File: config.mk
export PLATFORM = sky130hd
export DESIGN_NAME = sfp_queue_stats
export DESIGN_NICKNAME = d
export VERILOG_FILES = /design/src/sfp_placeholder_unused.sv /design/src/sfp_pkg.sv /design/src/sfp_updown.sv /design/src/sfp_queue_stats.sv
export VERILOG_INCLUDE_DIRS = /design/src
export SDC_FILE = /design/constraint.sdc
export NUM_CORES = 1
export LEC_CHECK = 0
export BUFFER_PORTS_ARGS = -buffer_cell sky130_fd_sc_hd__buf_2
export CELL_PAD_IN_SITES_DETAIL_PLACEMENT = 0
export CELL_PAD_IN_SITES_GLOBAL_PLACEMENT = 2
export CORE_ASPECT_RATIO = 1.2
export CORE_UTILIZATION = 33
export DETAILED_ROUTE_END_ITERATION = 6
export PLACE_DENSITY = 0.9
export SKIP_CTS_REPAIR_TIMING = 1
export SYNTH_ARGS = -nofsm -noshare
export SYNTH_HDL_FRONTEND = slang
export SYNTH_HIERARCHICAL = 1
export SYNTH_SLANG_ARGS = --single-unit
export TNS_END_PERCENT = 50
File: constraint.sdc
create_clock -name sys_clk_in -period 7.5 [get_ports sys_clk_in]
set_clock_uncertainty 0.2 [all_clocks]
set_input_delay 1.125 -clock sys_clk_in [delete_from_list [all_inputs] [get_ports sys_clk_in]]
set_output_delay 1.125 -clock sys_clk_in [all_outputs]
set_load 0.03 [all_outputs]
File: src/sfp_map.svh
`ifndef SFP_MAP_SVH
`define SFP_MAP_SVH

// ****************************************************************
// register offsets, as seen on the register port
// ****************************************************************
`define SFP_OFS_SIZES      8'h3E
`define SFP_OFS_TALLY      8'h3F
`define SFP_OFS_LEVEL      8'h40
`define SFP_OFS_DROPS      8'h41

// ****************************************************************
// reset values and field limits
// ****************************************************************
`define SFP_SIZES_RST      32'h02222222
`define SFP_ZERO_WORD      32'h00000000
`define SFP_RSVD_MASK      32'h0FFFFFFF
`define SFP_CODE_MAX       4'h8
`define SFP_HW_PER_STEP    15'h0400
`define SFP_TALLY_W        9
`define SFP_LEVEL_W        14
`define SFP_DROPS_W        32

`endif

File: src/sfp_placeholder_unused.sv
// ****************************************************************
// intentionally empty
// ****************************************************************

File: src/sfp_pkg.sv
// ****************************************************************
// shared types of the queue partition and statistics block
// ****************************************************************
package sfp_pkg;

   // sizing register layout, msb first
   typedef struct packed {
      logic [3:0] reserved;                      // reads zero
      logic [3:0] cross_port_one_to_two_depth;   // bits 27:24
      logic [3:0] cross_port_two_to_one_depth;   // bits 23:20
      logic [3:0] port_two_urgent_rx_depth;      // bits 19:16
      logic [3:0] port_two_normal_rx_depth;      // bits 15:12
      logic [3:0] port_one_urgent_rx_depth;      // bits 11:8
      logic [3:0] port_one_normal_rx_depth;      // bits 7:4
      logic [3:0] host_outbound_depth;           // bits 3:0
   } sfp_sizes_t;

   // one register request from the serial port slave
   typedef struct packed {
      logic        wr;       // write strobe, one cycle
      logic        rd;       // read strobe, one cycle
      logic [7:0]  addr;     // register offset
      logic [31:0] wdata;    // write data
   } sfp_reg_req_t;

   // host transmit frame stream
   typedef struct packed {
      logic        sof;      // frame start, len valid
      logic        hw;       // one half-word arrives
      logic        eof;      // frame end
      logic [13:0] len;      // frame length in half-words
   } sfp_htx_t;

   // queue events from the switch core
   typedef struct packed {
      logic tx_enq;          // complete frame enters tx queue
      logic tx_deq;          // frame leaves tx queue
      logic htx_drain;       // one half-word leaves host queue
   } sfp_qev_t;

endpackage : sfp_pkg

File: src/sfp_updown.sv
`include "sfp_map.svh"

// ****************************************************************
// saturating up/down counter with synchronous clear
// ****************************************************************
module sfp_updown #(
   parameter int WIDTH = 9                        // counter width
) (
   input  wire logic             sys_clk_in,      // core clock
   input  wire logic             srst_in,         // sync reset
   input  wire logic             clr_in,          // clear to zero
   input  wire logic             inc_in,          // count up
   input  wire logic             dec_in,          // count down
   output logic      [WIDTH-1:0] count_out        // current count
);

   logic [WIDTH-1:0] count_r;                     // count state
   logic [WIDTH-1:0] count_nxt;                   // next count

   // saturate both ways so a stray event never wraps the count
   always_comb
   begin
      count_nxt = count_r;
      if (clr_in)
      begin
         count_nxt = '0;
      end
      else if (inc_in && !dec_in && (count_r != '1))
      begin
         count_nxt = count_r + WIDTH'(1);
      end
      else if (dec_in && !inc_in && (count_r != '0))
      begin
         count_nxt = count_r - WIDTH'(1);
      end
   end

   // count register
   always_ff @(posedge sys_clk_in)
   begin
      if (srst_in)
      begin
         count_r <= '0;
      end
      else
      begin
         count_r <= count_nxt;
      end
   end

   assign count_out = count_r;

endmodule : sfp_updown

File: src/sfp_queue_stats.sv
`include "sfp_map.svh"

module sfp_queue_stats (
   input  wire logic                 sys_clk_in,     // core clock, 20 MHz
   input  wire logic                 srst_in,        // sync reset, high
   input  wire sfp_pkg::sfp_reg_req_t reg_req_in,    // register request
   output logic               [31:0] reg_rdata_out,  // read data
   output logic                      reg_ack_out,    // access done pulse
   input  wire logic                 queue_flush_in, // queue flush pulse
   input  wire sfp_pkg::sfp_htx_t    htx_in,         // host frame stream
   input  wire sfp_pkg::sfp_qev_t    qev_in,         // queue events
   output sfp_pkg::sfp_sizes_t       sizes_out       // sizes in force
);

   // ****************************************************************
   // decoding helpers
   // ****************************************************************

   // depth code to capacity in half-words; undefined codes clamp at max
   function automatic logic [14:0] sfp_capacity(input logic [3:0] code);
      logic [3:0] c;
      c = (code > `SFP_CODE_MAX) ? `SFP_CODE_MAX : code;
      return 15'(c) * `SFP_HW_PER_STEP;
   endfunction : sfp_capacity

   // offset match, used by the write and read decoders
   function automatic logic sfp_hit(input logic [7:0] addr, input logic [7:0] ofs);
      return addr == ofs;
   endfunction : sfp_hit

   // ****************************************************************
   // state
   // ****************************************************************
   // codes above eight are stored as written; only the capacity clamps
   sfp_pkg::sfp_sizes_t    sizes_r;                // sizing register
   logic                   flushed_r;              // flush seen, no traffic since
   logic                   frame_ok_r;             // current host frame accepted
   logic [`SFP_DROPS_W-1:0] drops_r;               // dropped host frames
   logic [31:0]            rdata_r;                // read data register
   logic                   ack_r;                  // ack register
   logic [`SFP_TALLY_W-1:0] tally;                 // tx frame count
   logic [`SFP_LEVEL_W-1:0] level;                 // host half-word level
   logic [14:0]            room_need;              // level plus new frame
   logic                   frame_fits;             // new frame fits
   logic                   htx_take;               // half-word stored
   logic                   traffic;                // admitted frame start or tx enqueue
   logic                   size_wr;                // write to sizing register

   // ****************************************************************
   // host frame admission
   // ****************************************************************

   // whole-frame check against the host queue size in force
   assign room_need  = 15'(level) + 15'(htx_in.len);
   assign frame_fits = room_need <= sfp_capacity(sizes_r.host_outbound_depth);
   assign htx_take   = htx_in.hw && (htx_in.sof ? frame_fits : frame_ok_r);
   assign traffic    = (htx_in.sof && frame_fits) || qev_in.tx_enq;
   assign size_wr    = reg_req_in.wr && sfp_hit(reg_req_in.addr, `SFP_OFS_SIZES);

   // remember whether the running frame was admitted
   // a flush forgets the frame in flight, so its tail is never counted
   always_ff @(posedge sys_clk_in)
   begin
      if (srst_in || queue_flush_in)
      begin
         frame_ok_r <= 1'b0;
      end
      else if (htx_in.sof)
      begin
         frame_ok_r <= frame_fits && !htx_in.eof;   // one-beat frame ends now
      end
      else if (htx_in.eof)
      begin
         frame_ok_r <= 1'b0;
      end
   end

   // overflow drops: one count per refused frame, never per half-word
   // saturates at all ones rather than wrapping back to zero
   always_ff @(posedge sys_clk_in)
   begin
      if (srst_in)
      begin
         drops_r <= '0;
      end
      else if (htx_in.sof && !frame_fits && (drops_r != '1))
      begin
         drops_r <= drops_r + `SFP_DROPS_W'(1);
      end
   end

   // ****************************************************************
   // occupancy counters
   // ****************************************************************

   // complete frames waiting in the tx queue; a flush empties it
   sfp_updown #(
      .WIDTH      (`SFP_TALLY_W)
   ) u_tally (
      .sys_clk_in (sys_clk_in),
      .srst_in    (srst_in),
      .clr_in     (queue_flush_in),
      .inc_in     (qev_in.tx_enq),
      .dec_in     (qev_in.tx_deq),
      .count_out  (tally)
   );

   // valid half-words in the host queue; admitted beats only
   // a drain of an empty queue is ignored by the saturating counter
   sfp_updown #(
      .WIDTH      (`SFP_LEVEL_W)
   ) u_level (
      .sys_clk_in (sys_clk_in),
      .srst_in    (srst_in),
      .clr_in     (queue_flush_in),
      .inc_in     (htx_take),
      .dec_in     (qev_in.htx_drain),
      .count_out  (level)
   );

   // ****************************************************************
   // sizing register
   // ****************************************************************

   // flush opens the sizing register; frame traffic closes it again.
   // set wins so a flush in the same cycle as traffic is not lost.
   // drains and dequeues alone do not close it; only new frames do.
   always_ff @(posedge sys_clk_in)
   begin
      if (srst_in)
      begin
         flushed_r <= 1'b0;
      end
      else if (queue_flush_in)
      begin
         flushed_r <= 1'b1;
      end
      else if (traffic)
      begin
         flushed_r <= 1'b0;
      end
   end

   // writes outside a flushed window are ignored; resizing live queues
   // would corrupt frames already stored across partition boundaries
   always_ff @(posedge sys_clk_in)
   begin
      if (srst_in)
      begin
         sizes_r <= `SFP_SIZES_RST;
      end
      else if (size_wr && flushed_r)
      begin
         // fields land in place; reserved nibble forced zero
         sizes_r <= reg_req_in.wdata & `SFP_RSVD_MASK;
      end
   end

   // ****************************************************************
   // register read path
   // ****************************************************************

   // one-cycle registered answer; unmapped offsets read zero
   // should both be raised the read answers and the write still lands; the port never does both
   always_ff @(posedge sys_clk_in)
   begin
      if (srst_in)
      begin
         rdata_r <= `SFP_ZERO_WORD;
         ack_r   <= 1'b0;
      end
      else
      begin
         ack_r <= reg_req_in.rd || reg_req_in.wr;
         if (!reg_req_in.rd)
         begin
            rdata_r <= `SFP_ZERO_WORD;        // idle data held at zero
         end
         else if (sfp_hit(reg_req_in.addr, `SFP_OFS_SIZES))
         begin
            rdata_r <= sizes_r;
         end
         else if (sfp_hit(reg_req_in.addr, `SFP_OFS_TALLY))
         begin
            rdata_r <= 32'(tally);
         end
         else if (sfp_hit(reg_req_in.addr, `SFP_OFS_LEVEL))
         begin
            rdata_r <= 32'(level);
         end
         else if (sfp_hit(reg_req_in.addr, `SFP_OFS_DROPS))
         begin
            rdata_r <= drops_r;
         end
         else
         begin
            rdata_r <= `SFP_ZERO_WORD;        // unmapped
         end
      end
   end

   assign reg_rdata_out = rdata_r;
   assign reg_ack_out   = ack_r;
   assign sizes_out     = sizes_r;
endmodule : sfp_queue_stats

# Word level (Yosys, flattened, before mapping)
# Index checks and enable logic that the tools add are counted.
# op_classes
add_sub_neg,6
magnitude_cmp,2
eq_ne,7
muxes,14
bitwise,2
n_reduce_logical,33
# ops
cell,n
two-way mux 28 bit,4
adder 32 x 1 -> 32 bit (second input constant),1
inequality test 32 bit (second input constant),1
two-way mux 14 bit,2
two-way mux 9 bit,2
equality test 8 x 6 -> 1 bit (second input constant),2
equality test 8 x 7 -> 1 bit (second input constant),2
adder 14 x 14 -> 15 bit,1
less-or-equal comparator 15 x 14 -> 1 bit,1
logical AND 1 bit,15
adder 14 x 1 -> 14 bit (second input constant),1
inequality test 14 bit (second input constant),1
nonzero test 14 bit,1
subtractor 14 x 1 -> 14 bit (second input constant),1
adder 9 x 1 -> 9 bit (second input constant),1
inequality test 9 bit (second input constant),1
nonzero test 9 bit,1
subtractor 9 x 1 -> 9 bit (second input constant),1
nonzero test 2 bit,4
logical NOT 1 bit,6
OR reduction 6 bit,1
two-way mux 1 bit,5
greater-than comparator 4 bit (second input constant),1
two-way mux 4 bit,1
other kinds (3),7
# word_totals
register_bits,118
inputBits,65
out_inout_bits,65
word_cells,79

# Depth between registers and ports, before layout
# Gate-level depths: netlist (run 1).
# depth
word_depth,10
depth_mapped,28
mapped_depth_nobuf,28

# Cells and area by module
# Netlist (run 1), hierarchy kept.
# modules_own_cells
module,instances,cells_per_inst,area_each_um2
sfp_queue_stats,1,552,4723.3
sfp_updown at u_level,1,148,1268.7
sfp_updown at u_tally,1,93,708.2

# Least setup slack after synthesis (run 1)
# No wires, ideal clock.
# synth_path
path_type,input port to flip-flop
startpoint,in htx_in[0] (netlist name)
endpoint,"reg u_level.count_r[6], in the netlist u_level/count_out[6]"
setup_ps,129
arrival_time_ps,6482
t_required_ps,7171
slack_ps,689
path_stages,26
path_buffers,0
path_cell_list,ha_1 fa_1 a21oi_1 o211a_1 o31ai_1 a21oi_1 o21ai_0 xnor2_1 ha_1 nand4_1 nor4_1 o21ai_0 a2111oi_2 a41oi_4 nor2_1 mux2i_1 nor2b_1 nand2b_1 or2_2 ha_1 nor2b_1 o31a_1 o21a_1 or3_1 a31oi_1 nor2_1
# synth_between
elab_chain_len,8
elab_cells_between_ends,11
# synth_lines
item,line,rtl
start: declaration,sfp_queue_stats.sv:10,"input wire sfp_pkg::sfp_htx_t htx_in,"
adder 14 x 14 -> 15 bit (*),sfp_queue_stats.sv:54,assign room_need = 15'(level) + 15'(htx_in.len);
less-or-equal comparator 15 x 14 -> 1 bit (*),sfp_queue_stats.sv:55,assign frame_fits = room_need <= sfp_capacity(sizes_r.host_outbound_depth);
two-way mux 1 bit (*),sfp_queue_stats.sv:56,assign htx_take = htx_in.hw && (htx_in.sof ? frame_fits : frame_ok_r);
logical AND 1 bit (*),sfp_queue_stats.sv:56,
named net htx_take,sfp_queue_stats.sv:45,logic htx_take;
logical NOT 1 bit,sfp_updown.sv:32,else if (dec_in && !inc_in && (count_r != '0))
logical AND 1 bit (2 in a row),sfp_updown.sv:32,
nonzero test 2 bit (no source line),-,
end signal: assignment,sfp_updown.sv:47,count_r <= count_nxt;
end: declaration,sfp_updown.sv:17,logic [WIDTH-1:0] count_r;
# The timed path passes the listed nets; every way through them passes the cells marked *.
# A chain may end at the register's enable or synchronous reset.

# Worst setup path after layout (run 1)
# layout_path
startpoint,in htx_in[3] (netlist name)
endpoint,"reg u_level.count_r[11], in the netlist u_level/count_out[11]"
# Same word-level chain as after synthesis.

==> results of run 1 <==
## critical path: cells and delay by family
family	cells	cell delay (ns)
AO/OA/AOI/OAI	15	3.19
AND/OR/NAND/NOR	7	1.47
adder cells (fa/ha/maj)	3	1.02
multiplexers	1	0.12
buffers and inverters	1	0.10
XOR/XNOR	1	0.09
## final timing paths
kind,end,depth (start not counted),slack [ns],from
setup / recovery,u_level/count_out[11],28,0.52,htx_in[3]
hold / removal,reg_rdata_out[12],2,0.26,sizes_out[12]
setup reg to reg,u_level/count_out[11],27,0.84,u_level/count_out[3]
hold reg to reg,reg_rdata_out[12],2,0.26,sizes_out[12]
## cell families (layout without fill, tap and decap cells)
group | count (synthesis) | in the layout | synth area share, %
buffers and inverters | 64 | 201 | 4.183
other | 1 | 4 | 0.05597
muxes | 28 | 28 | 4.258
xor gates and xnor gates | 23 | 23 | 3.006
AOI/OAI and AO/OA | 219 | 219 | 22.45
adders and majority gates | 42 | 42 | 8.179
and+or+nand+nor | 298 | 298 | 22.61
DFF | 118 | 118 | 35.26
## cell usage after synthesis (7+ instances only)
cell type,count
a21oi_1,83
a22o_1,14
and2_1,7
and3_1,9
and4_1,7
clkbuf_1,23
dfxtp_1,118
ha_1,39
inv_1,28
mux2i_1,24
nand2_1,105
nand2b_1,7
nand3_1,28
nand4_1,12
nor2_1,45
nor2b_1,9
nor3_1,9
nor4_1,10
o211ai_1,8
o21ai_0,22
o21ai_1,12
o22a_1,10
o31ai_1,8
or2_2,7
or3_1,26
xnor2_1,13
xor2_1,10
## registers in the layout (all words and copies together) (netlist names)
register / flops
drops_r: 32
reg_rdata_out: 32
sizes_out: 28
u_level/count_out: 14
u_tally/count_out: 9
flushed_r: 1
frame_ok_r: 1
reg_ack_out: 1
## through the flow
step	setup WS, ns	total power [W]	hold slack [ns]
after detailed placement	0.1117	0.001884	0.2483
after floorplan	0.6894	0.001607	0.2544
final	0.5221	0.002718	0.2567
after global routing	0.03668	0.002903	0.2813
after global placement	0.1777	0.001881	0.2481
after CTS	0.5424	0.002733	0.2591
## area by class of cell
class	instances	area (µm²)
inverter	29	108.9
sequential	118	2362
clock inverter	14	163.9
tap	261	326.6
multi-input combinational	614	4084
fill	2016	11460
timing repair buffer	140	748.2
clock buffer	18	439.2
## per-layer routing
layer / vias up / GRT usage (%) / part of all wire [%]
li1: 3166 / - / -
met1: 2895 / 23.57 / 46
met2: 133 / 32.02 / 48
met3: 22 / 3.939 / 4.1
met4: 0 / 5.482 / 1.3
met5: - / 0 / 0
## power by group
| part | internal (W) | leakage, nW | switching, W |
|---|---|---|---|
| combinational | 0.000510 | 2.15 | 0.000630 |
| clock | 0.000507 | 0.287 | 0.000326 |
| sequential | 0.000664 | 0.953 | 0.0000798 |
==> metrics.txt, run 1 <==
critical-path maximum fanout 12; grt ovf 0; minimum clock period around 7.0 ns; slew at the pin with the worst max-slew slack 1.170 ns; Max Clk Rate roughly 140 MHz; setup TNS 0 ns; Seq/Total Area, Yosys 35.26%; Final Hold Fails 0; predominant post-synthesis flop cell dfxtp_1; most frequent cells in the layout buf_2 (121), dfxtp_1 (118), nand2_1 (105); Avg Inst Size Synth 8.449 µm²; Setup Crit Path Kind in -> reg; top post-synthesis cells by area dfxtp_1 (35%), ha_1 (7.3%), a21oi_1 (6.2%), nand2_1 (5.9%), mux2i_1 (3.6%); CTS root buf clkbuf_16; CP peak stage delay approximately 0.5 ns; layout cells sized above 1 about a fifth; Synth Cell Area 0.006700 mm²; Critical Path Slowest Stage Cell a2111oi_2; Initial Util 34.03%; status finished, final reports clean; initial DRC count 404; initial antenna violation count 0; Final Slew Violations 0; Final HPWL DP between 10000 and 15000 µm; H-tree depth 4; Slew headroom just over 20%; asr flop ratio synth 0%; EDFF count, synth 0; gr usage total between 10% and 20%; IO Count 130; MaxCap Viol Count 0; Synthesis Warnings 6; n_diodes 0; CP Capture Type register; clk buf depth 2; # nets final 1027; Clock transition at path regs approximately 0.06 ns; Sink Count between 100 and 150; DR pass1 iterations 5; Yosys top cell area share between 30% and 40%; largest net degree at the start of global routing between 60 and 70; placed cells 1162; final period utilization roughly 93%; Design Area, Final 0.008233 mm²; area post-placement around 0.0076 mm²; commonest non-fill, non-tap cell in the layout buf_2; vias roughly 6200; Clk Latency, worst-skew pair around 0.42 ns; crit path DAT around 7.1 ns; gp weighted congestion roughly 0.83; core area 0.01969 mm²; vias per cell between 5 and 6; Std-Cell Rows 56; CP Launch Type input pin; PD cells between 300 and 400 mW/mm²; first-pass GRT wire length a little over 30000 µm; Die Wd 132.1 µm; CP Data Required Time around 7.6 ns; cts bufs inserted 17; vias in the first global route roughly 5800; CTS tree built; die height about 160 µm; final core occ a little over two fifths; fin cells 1194; area grow syn2layout 22.88%; Hold Path Class reg -> reg; Post-Route WL 19120 µm; Final Setup Violations 0; post-synth cell types 72; RSZ-0062 raised after global routing false; full die area between 0.02 and 0.025 mm²; Pleak between 3 and 4 nW; IO buf count roughly 120; drc violations 0; Synth area leader dfxtp_1; post-route ant nets 0; Synth Instances roughly 790; Yosys reg bits 118; worst IR drop on VDD around 0.00017 V; WL/cell between 15 and 20 µm
No activity file was read; power rests on OpenSTA's default activity.
==> run 2: changes to the inputs <==
--- a/config.mk
+++ b/config.mk
@@ -6,11 +6,12 @@
 export SDC_FILE = /design/constraint.sdc
 export NUM_CORES = 1
 export LEC_CHECK = 0
+export ABC_AREA = 1
 export BUFFER_PORTS_ARGS = -buffer_cell sky130_fd_sc_hd__buf_2
 export CELL_PAD_IN_SITES_DETAIL_PLACEMENT = 0
 export CELL_PAD_IN_SITES_GLOBAL_PLACEMENT = 2
 export CORE_ASPECT_RATIO = 1.2
-export CORE_UTILIZATION = 33
+export CORE_UTILIZATION = 31
 export DETAILED_ROUTE_END_ITERATION = 6
 export PLACE_DENSITY = 0.9
 export SKIP_CTS_REPAIR_TIMING = 1
==> run 2 against run 1 <==
  * Cell count rose by 30%
  * Maximum frequency rose by 19%
  * Register-to-register slack improved by 1.1 ns
  * Global-route usage rose by 1.2 points
  * Synthesized area rose by 12%
  * Wire length rose by 28%
  * First-iteration DRC count fell by 1.2%
==> metrics.txt, run 2 <==
clk buf depth 2 (unchanged); Avg Inst Size Synth 6.795 µm² (-20%); Synthesis Warnings 6 (unchanged); vias in the first global route 7224 (+25%); layout cells sized above 1 16.42% (-4.9 points); top post-synthesis cells by area dfxtp_1 (31%), nand2_1 (14%), nor2_1 (7.0%), inv_1 (6.6%), ha_1 (6.5%); reg2reg setup slack 1.90 ns (+1.06 ns); core area 0.02389 mm² (+21%); Worst Setup SP htx_in[3]; MaxCap Viol Count 0 (unchanged); Initial Util 31.48% (-2.5 points); RSZ-0062 raised after global routing false; area grow syn2layout 19.28%; worst IR drop on VDD 0.0001497 V (-14%); r2r startpoint u_level/count_out[6]; fin cells 1550 (+30%); Yosys top cell area share 31.40% (-3.9 points); Final WS setup 1.626 ns (+1.104 ns); CP Capture Type register; n_diodes 0 (unchanged); Top cell by count, worst path nand2_1; vias 7492 (+21%); slew at the pin with the worst max-slew slack 1.207 ns (+0.03665 ns); first-pass GRT wire length 38110 µm (+25%); R2R cell count 33 (+22%); IO Count 130 (unchanged); # nets final 1324 (+29%); most common cell in the synthesized netlist nand2_1; predominant post-synthesis flop cell dfxtp_1; DR pass1 iterations 6 (+1); Critical Path Slowest Stage Cell ha_1; Yosys reg bits 118 (unchanged); Setup Crit Path Kind in -> reg; Std-Cell Rows 62 (+11%); worst path bufs/invs 4 (+3); post-route ant nets 0 (unchanged); Seq/Total Area, Yosys 31.40% (-3.9 points); Final Setup Violations 0 (unchanged); Pleak 4.070 nW (+20%); Critical Path Sink u_level/count_out[13]; Sink Count 118 (unchanged); crit-path leading delay family simple AND/OR/NAND/NOR gates; WL/cell 15.73 µm (-1.8%); H-tree depth 4 (unchanged); drc violations 0 (unchanged); Slew headroom 19.45% (-1.3 points); Final Hold Fails 0 (unchanged); Synth area leader dfxtp_1; worst flop-to-flop path endpoint u_level/count_out[13]; gr usage total 19.94% (+1.2 points); placed cells 1518 (+31%); setup TNS 0 ns (unchanged); cts bufs inserted 17 (unchanged); area post-placement 0.008354 mm² (+9.5%); grt ovf 0 (unchanged); Post-Route WL 24380 µm (+28%); Die Wd 144.2 µm (+9.2%); commonest non-fill, non-tap cell in the layout nand2_1; Hold Path Class reg -> reg; Clock transition at path regs 0.06 ns (about the same); most frequent cells in the layout nand2_1 (273), nor2_1 (141), inv_1 (133); largest net degree at the start of global routing 60 (-1.6%); Max Clk Rate 170.3 MHz (+19%); EDFF count, synth 0 (unchanged); gp weighted congestion 0.8447 (+1.9%); CP peak stage delay 0.42 ns (-0.08 ns); CP Launch Type input pin; initial DRC count 399 (-1.2%); WP depth 36 (+29%); Final HPWL DP 18560 µm (+32%); IO buf count 121 (unchanged); Commonest cells post-synth nand2_1 (273), nor2_1 (141), inv_1 (133); Final Slew Violations 0 (unchanged); pre-CTS setup slack 1.201 ns (+1.089 ns); PD cells 240.3 mW/mm² (-27%); Clk Latency, worst-skew pair 0.43 ns (about the same); crit path DAT 6.00 ns (-1.12 ns); die height 172.6 µm (+9.2%); asr flop ratio synth 0% (unchanged); hold slack 0.2780 ns (+0.02121 ns); final period utilization 78.31% (-15 points); post-synth cell types 46 (-36%); CTS tree built; initial antenna violation count 0 (unchanged); Synth Instances 1107 (+40%); CP Data Required Time 7.62 ns (-0.02 ns); full die area 0.02489 mm² (+19%); status finished, final reports clean; Synth Cell Area 0.007522 mm² (+12%); vias per cell 4.834 (-7.2%); minimum clock period 5.874 ns (-1.104 ns); Design Area, Final 0.008972 mm² (+9.0%); CTS root buf clkbuf_16; critical-path maximum fanout 20 (+8)
## run 2: changes by cell type after synthesis, sizes merged, moves of 12 or more
cell / previous run / this run
nand3: 28 / 55
xor2: 10 / 36
a21oi: 84 / 72
a22o: 14 / 0
nor2: 45 / 143
mux2i: 24 / 0
nand2: 105 / 287
nand4: 12 / 48
inv: 29 / 137
nor3: 9 / 23
or3: 26 / 0
## run 2: power breakdown
group	internal, W	switching, W
Combinational	0.000203	0.000396
Clock	0.000530	0.000338
Sequential	0.000647	0.0000412
## run 2: worst min-delay path by stage
| stage | to | depth (start not counted) | slack (ns) | start |
|---|---|---|---|---|
| final | sizes_out[22] | 2 | 0.28 | sizes_out[22] |
| after global routing | drops_r[19] | 2 | 0.31 | drops_r[19] |
| after CTS | sizes_out[22] | 2 | 0.28 | sizes_out[22] |
| after detailed placement | sizes_out[22] | 2 | 0.27 | sizes_out[22] |
| after global placement | drops_r[19] | 2 | 0.27 | drops_r[19] |
| after floorplan | drops_r[19] | 2 | 0.25 | drops_r[19] |
## run 2: worst min-delay path, stage by stage, from the launching register on
cell and delay (ns):
dfxtp_1 0.31, inv_1 0.06, a211oi_1 0.06
## run 2: final cells by class
cell class,count,area [µm²]
Fill cell,2654,14920
Multi-Input combinational cell,818,4446
Sequential cell,118,2362
Timing Repair Buffer,124,628.1
Inverter,138,518.0
Clock buffer,17,425.4
Tap cell,320,400.4
Clock inverter,15,192.7
## run 2: layer usage
metal	GRT usage, %	wire length, µm
met4	7.325	584
met3	3.102	969
met5	0	0
met1	24.07	10820
met2	35.12	12010
## run 2: through the flow
| step | power, W | utilization, % |
|---|---|---|
| after global placement | 0.001296 | 34.97 |
| after floorplan | 0.001162 | - |
| after detailed placement | 0.001298 | 34.97 |
| final | 0.002156 | 37.55 |
| after CTS | 0.002168 | 37.55 |
| after global routing | 0.002279 | 37.55 |
## run 2: kinds of logic after synthesis
| family | Yosys count | share of synthesized area (%) |
|---|---|---|
| other | 1 | 0.04985 |
| AND/OR/NAND/NOR | 575 | 33.82 |
| AO/OA/AOI/OAI | 155 | 12.91 |
| adder cells (fa/ha/maj) | 42 | 7.285 |
| XOR/XNOR | 42 | 4.890 |
| buffers and inverters | 174 | 9.647 |
| flip-flops | 118 | 31.40 |
==> run 3: changes to the inputs <==
--- a/config.mk
+++ b/config.mk
@@ -6,14 +6,14 @@
 export SDC_FILE = /design/constraint.sdc
 export NUM_CORES = 1
 export LEC_CHECK = 0
-export ABC_AREA = 1
+export ABC_AREA = 0
 export BUFFER_PORTS_ARGS = -buffer_cell sky130_fd_sc_hd__buf_2
 export CELL_PAD_IN_SITES_DETAIL_PLACEMENT = 0
 export CELL_PAD_IN_SITES_GLOBAL_PLACEMENT = 2
 export CORE_ASPECT_RATIO = 1.2
-export CORE_UTILIZATION = 31
+export CORE_UTILIZATION = 30
 export DETAILED_ROUTE_END_ITERATION = 6
-export PLACE_DENSITY = 0.9
+export PLACE_DENSITY = 0.87
 export SKIP_CTS_REPAIR_TIMING = 1
 export SYNTH_ARGS = -nofsm -noshare
 export SYNTH_HDL_FRONTEND = slang
==> constraint.sdc (replaced) <==
create_clock -name sys_clk_in -period 5 [get_ports sys_clk_in]
set_clock_uncertainty 0.2 [all_clocks]
set_input_delay 0.75 -clock sys_clk_in [delete_from_list [all_inputs] [get_ports sys_clk_in]]
set_output_delay 0.75 -clock sys_clk_in [all_outputs]
set_load 0.03 [all_outputs]
==> run 3 against run 2 <==
  * The run now ends with design-rule violations, negative setup slack left
  * Non-clock buffer count rose by 89
  * Sequential power rose by 54%
  * Via count fell by 12%
  * Register-to-register slack got worse by 2.3 ns
  * Total power rose by 120%
  * Critical path depth fell by 8
  * Clock power rose by 50%
  * Global-route usage fell by 1.4 points
  * Highest routed layer unchanged
  * Cell count fell by 17%
  * Final area rose by 1.5%
  * Die area fell by 7.9%
==> metrics.txt, run 3 (synthesis gave the netlist of run 1 again) <==
status finished, violations left; failing checks design-rule violations, negative setup slack; layout cells sized above 1 30.39% (+14 points); Post-Route WL 21150 µm (-13%); core area 0.02178 mm² (-8.9%); CTS root buf clkbuf_16; slew at the pin with the worst max-slew slack 1.156 ns (-0.05062 ns); pre-CTS setup slack -1.040 ns (-2.240 ns); Slew headroom 22.92% (+3.5 points); Critical Path Sink u_level/count_out[11]; clk buf depth 2 (unchanged); # nets final 1101 (-17%); drc violations 8 (+8); gr usage total 18.59% (-1.4 points); Clock transition at path regs 0.05 ns (about the same); Max Clk Rate ~180 MHz; Final Hold Fails 0 (unchanged); Pleak 3.812 nW (-6.3%); most frequent cells in the layout buf_2 (120), dfxtp_1 (117), nand2_1 (105); post-route ant nets 0 (unchanged); area post-placement 0.008290 mm² (-0.76%); Clk Latency, worst-skew pair 0.42 ns (about the same); Std-Cell Rows 59 (-4.8%); largest net degree at the start of global routing 60 (unchanged); IO buf count 121 (unchanged); reg2reg setup slack -0.42 ns (-2.32 ns); critical-path maximum fanout 6 (-70%); minimum clock period around 5.5 ns; cts bufs inserted 17 (unchanged); Setup Crit Path Kind in -> reg; WL/cell 16.51 µm (+5.0%); Final WS setup -0.4976 ns (-2.124 ns); R2R cell count 27 (-18%); DR pass1 iterations 7 (+1); crit path DAT 5.63 ns (-0.37 ns); vias per cell 5.157 (+6.7%); Die Wd 138.4 µm (-4.0%); grt ovf 0 (unchanged); PD cells 525.4 mW/mm² (+120%); gp weighted congestion 0.8243 (-2.4%); Sink Count 118 (unchanged); area grow syn2layout 35.97%; r2r startpoint u_level/count_out[1]; CP Launch Type input pin; initial DRC count 325 (-19%); Final Setup Violations 10 (+10); vias 6606 (-12%); die height 165.7 µm (-4.0%); Design Area, Final 0.009110 mm² (+1.5%); CP Data Required Time 5.13 ns (-2.49 ns); Initial Util 30.77% (-0.72 points); vias in the first global route 6340 (-12%); worst flop-to-flop path endpoint u_level/count_out[11]; MaxCap Viol Count 0 (unchanged); worst IR drop on VDD 0.0002816 V (+88%); H-tree depth 4 (unchanged); commonest non-fill, non-tap cell in the layout buf_2; Final HPWL DP 15800 µm (-15%); initial antenna violation count 0 (unchanged); full die area 0.02294 mm² (-7.9%); RSZ-0062 raised after global routing true; IO Count 130 (unchanged); final period utilization 110.0%; CTS tree built; n_diodes 0 (unchanged); Hold Path Class reg -> reg; Worst Setup SP htx_in[1]; CP Capture Type register; Final Slew Violations 0 (unchanged); hold slack 0.2569 ns (-0.02108 ns); first-pass GRT wire length 33550 µm (-12%)
==> run 3: worst min path at each step <==
| stage | from | end | slack [ns] | cells past startpoint |
|---|---|---|---|---|
| final | sizes_out[12] | reg_rdata_out[12] | 0.26 | 2 |
| after global routing | sizes_out[12] | reg_rdata_out[12] | 0.28 | 2 |
| after CTS | sizes_out[12] | reg_rdata_out[12] | 0.26 | 2 |
| after detailed placement | sizes_out[12] | reg_rdata_out[12] | 0.25 | 2 |
| after global placement | sizes_out[10] | reg_rdata_out[10] | 0.25 | 2 |
| after floorplan | drops_r[30] | reg_rdata_out[30] | 0.25 | 2 |
==> run 3: cell type report <==
type                    count  area [µm²]
repair buffers            213        1339
well taps                 274       342.8
clock inverters            12       176.4
clock buffers              20       446.7
flip-flops and latches    118        2364
inverters                  29       108.9
multi-input cells         615        4333
fillers                  2181       12670
==> run 3: routing by layer <==
layer	wire length (µm)	vias up	global-route usage, %
li1	-	3307	-
met4	267	0	6.302
met1	9717	3145	23.48
met3	782	18	3.151
met2	10390	136	31.87
met5	0	-	0
==> run 3: stage by stage <==
step | setup TNS (ns) | power (W) | utilization [%] | instances
6_report | -3.748 | 0.004786 | 41.83 | 1281
4_1_cts | -5.519 | 0.004614 | 40.93 | 1272
5_1_grt | -6.340 | 0.005056 | 41.83 | 1281
3_5_place_dp | -10.51 | 0.003291 | 38.07 | 1240
2_1_floorplan | -7.766 | 0.002518 | - | 796
3_3_place_gp | -9.610 | 0.003280 | 38.07 | 1240
==> run 3: worst max-delay path, cell delays in order <==
cell and delay [ns]:
buf_8 0.10, ha_4 0.23, a21o_1 0.17, and4_4 0.16, o2111ai_2 0.20, nand3b_1 0.11, a21oi_2 0.14, o21bai_1 0.07
a21oi_1 0.15, xnor2_1 0.10, ha_1 0.29, nand4_1 0.10, nor4_1 0.22, o21ai_1 0.14, a2111oi_4 0.26, a41oi_4 0.17
nor2_2 0.15, mux2i_1 0.10, nor2b_1 0.14, nand2b_1 0.13, or2_4 0.33, ha_4 0.32, a21o_1 0.13, a21oi_2 0.08
a21boi_4 0.29, a2111oi_4 0.12, or3_1 0.38, o211ai_1 0.09
==> run 3: power breakdown <==
group / total, W / switching, W / internal (W)
registers: 0.00106 / 0.0000665 / 0.000997
logic: 0.00242 / 0.00121 / 0.00121
clock network: 0.00130 / 0.000454 / 0.000847
total: 0.00479 / 0.00173 / 0.00305
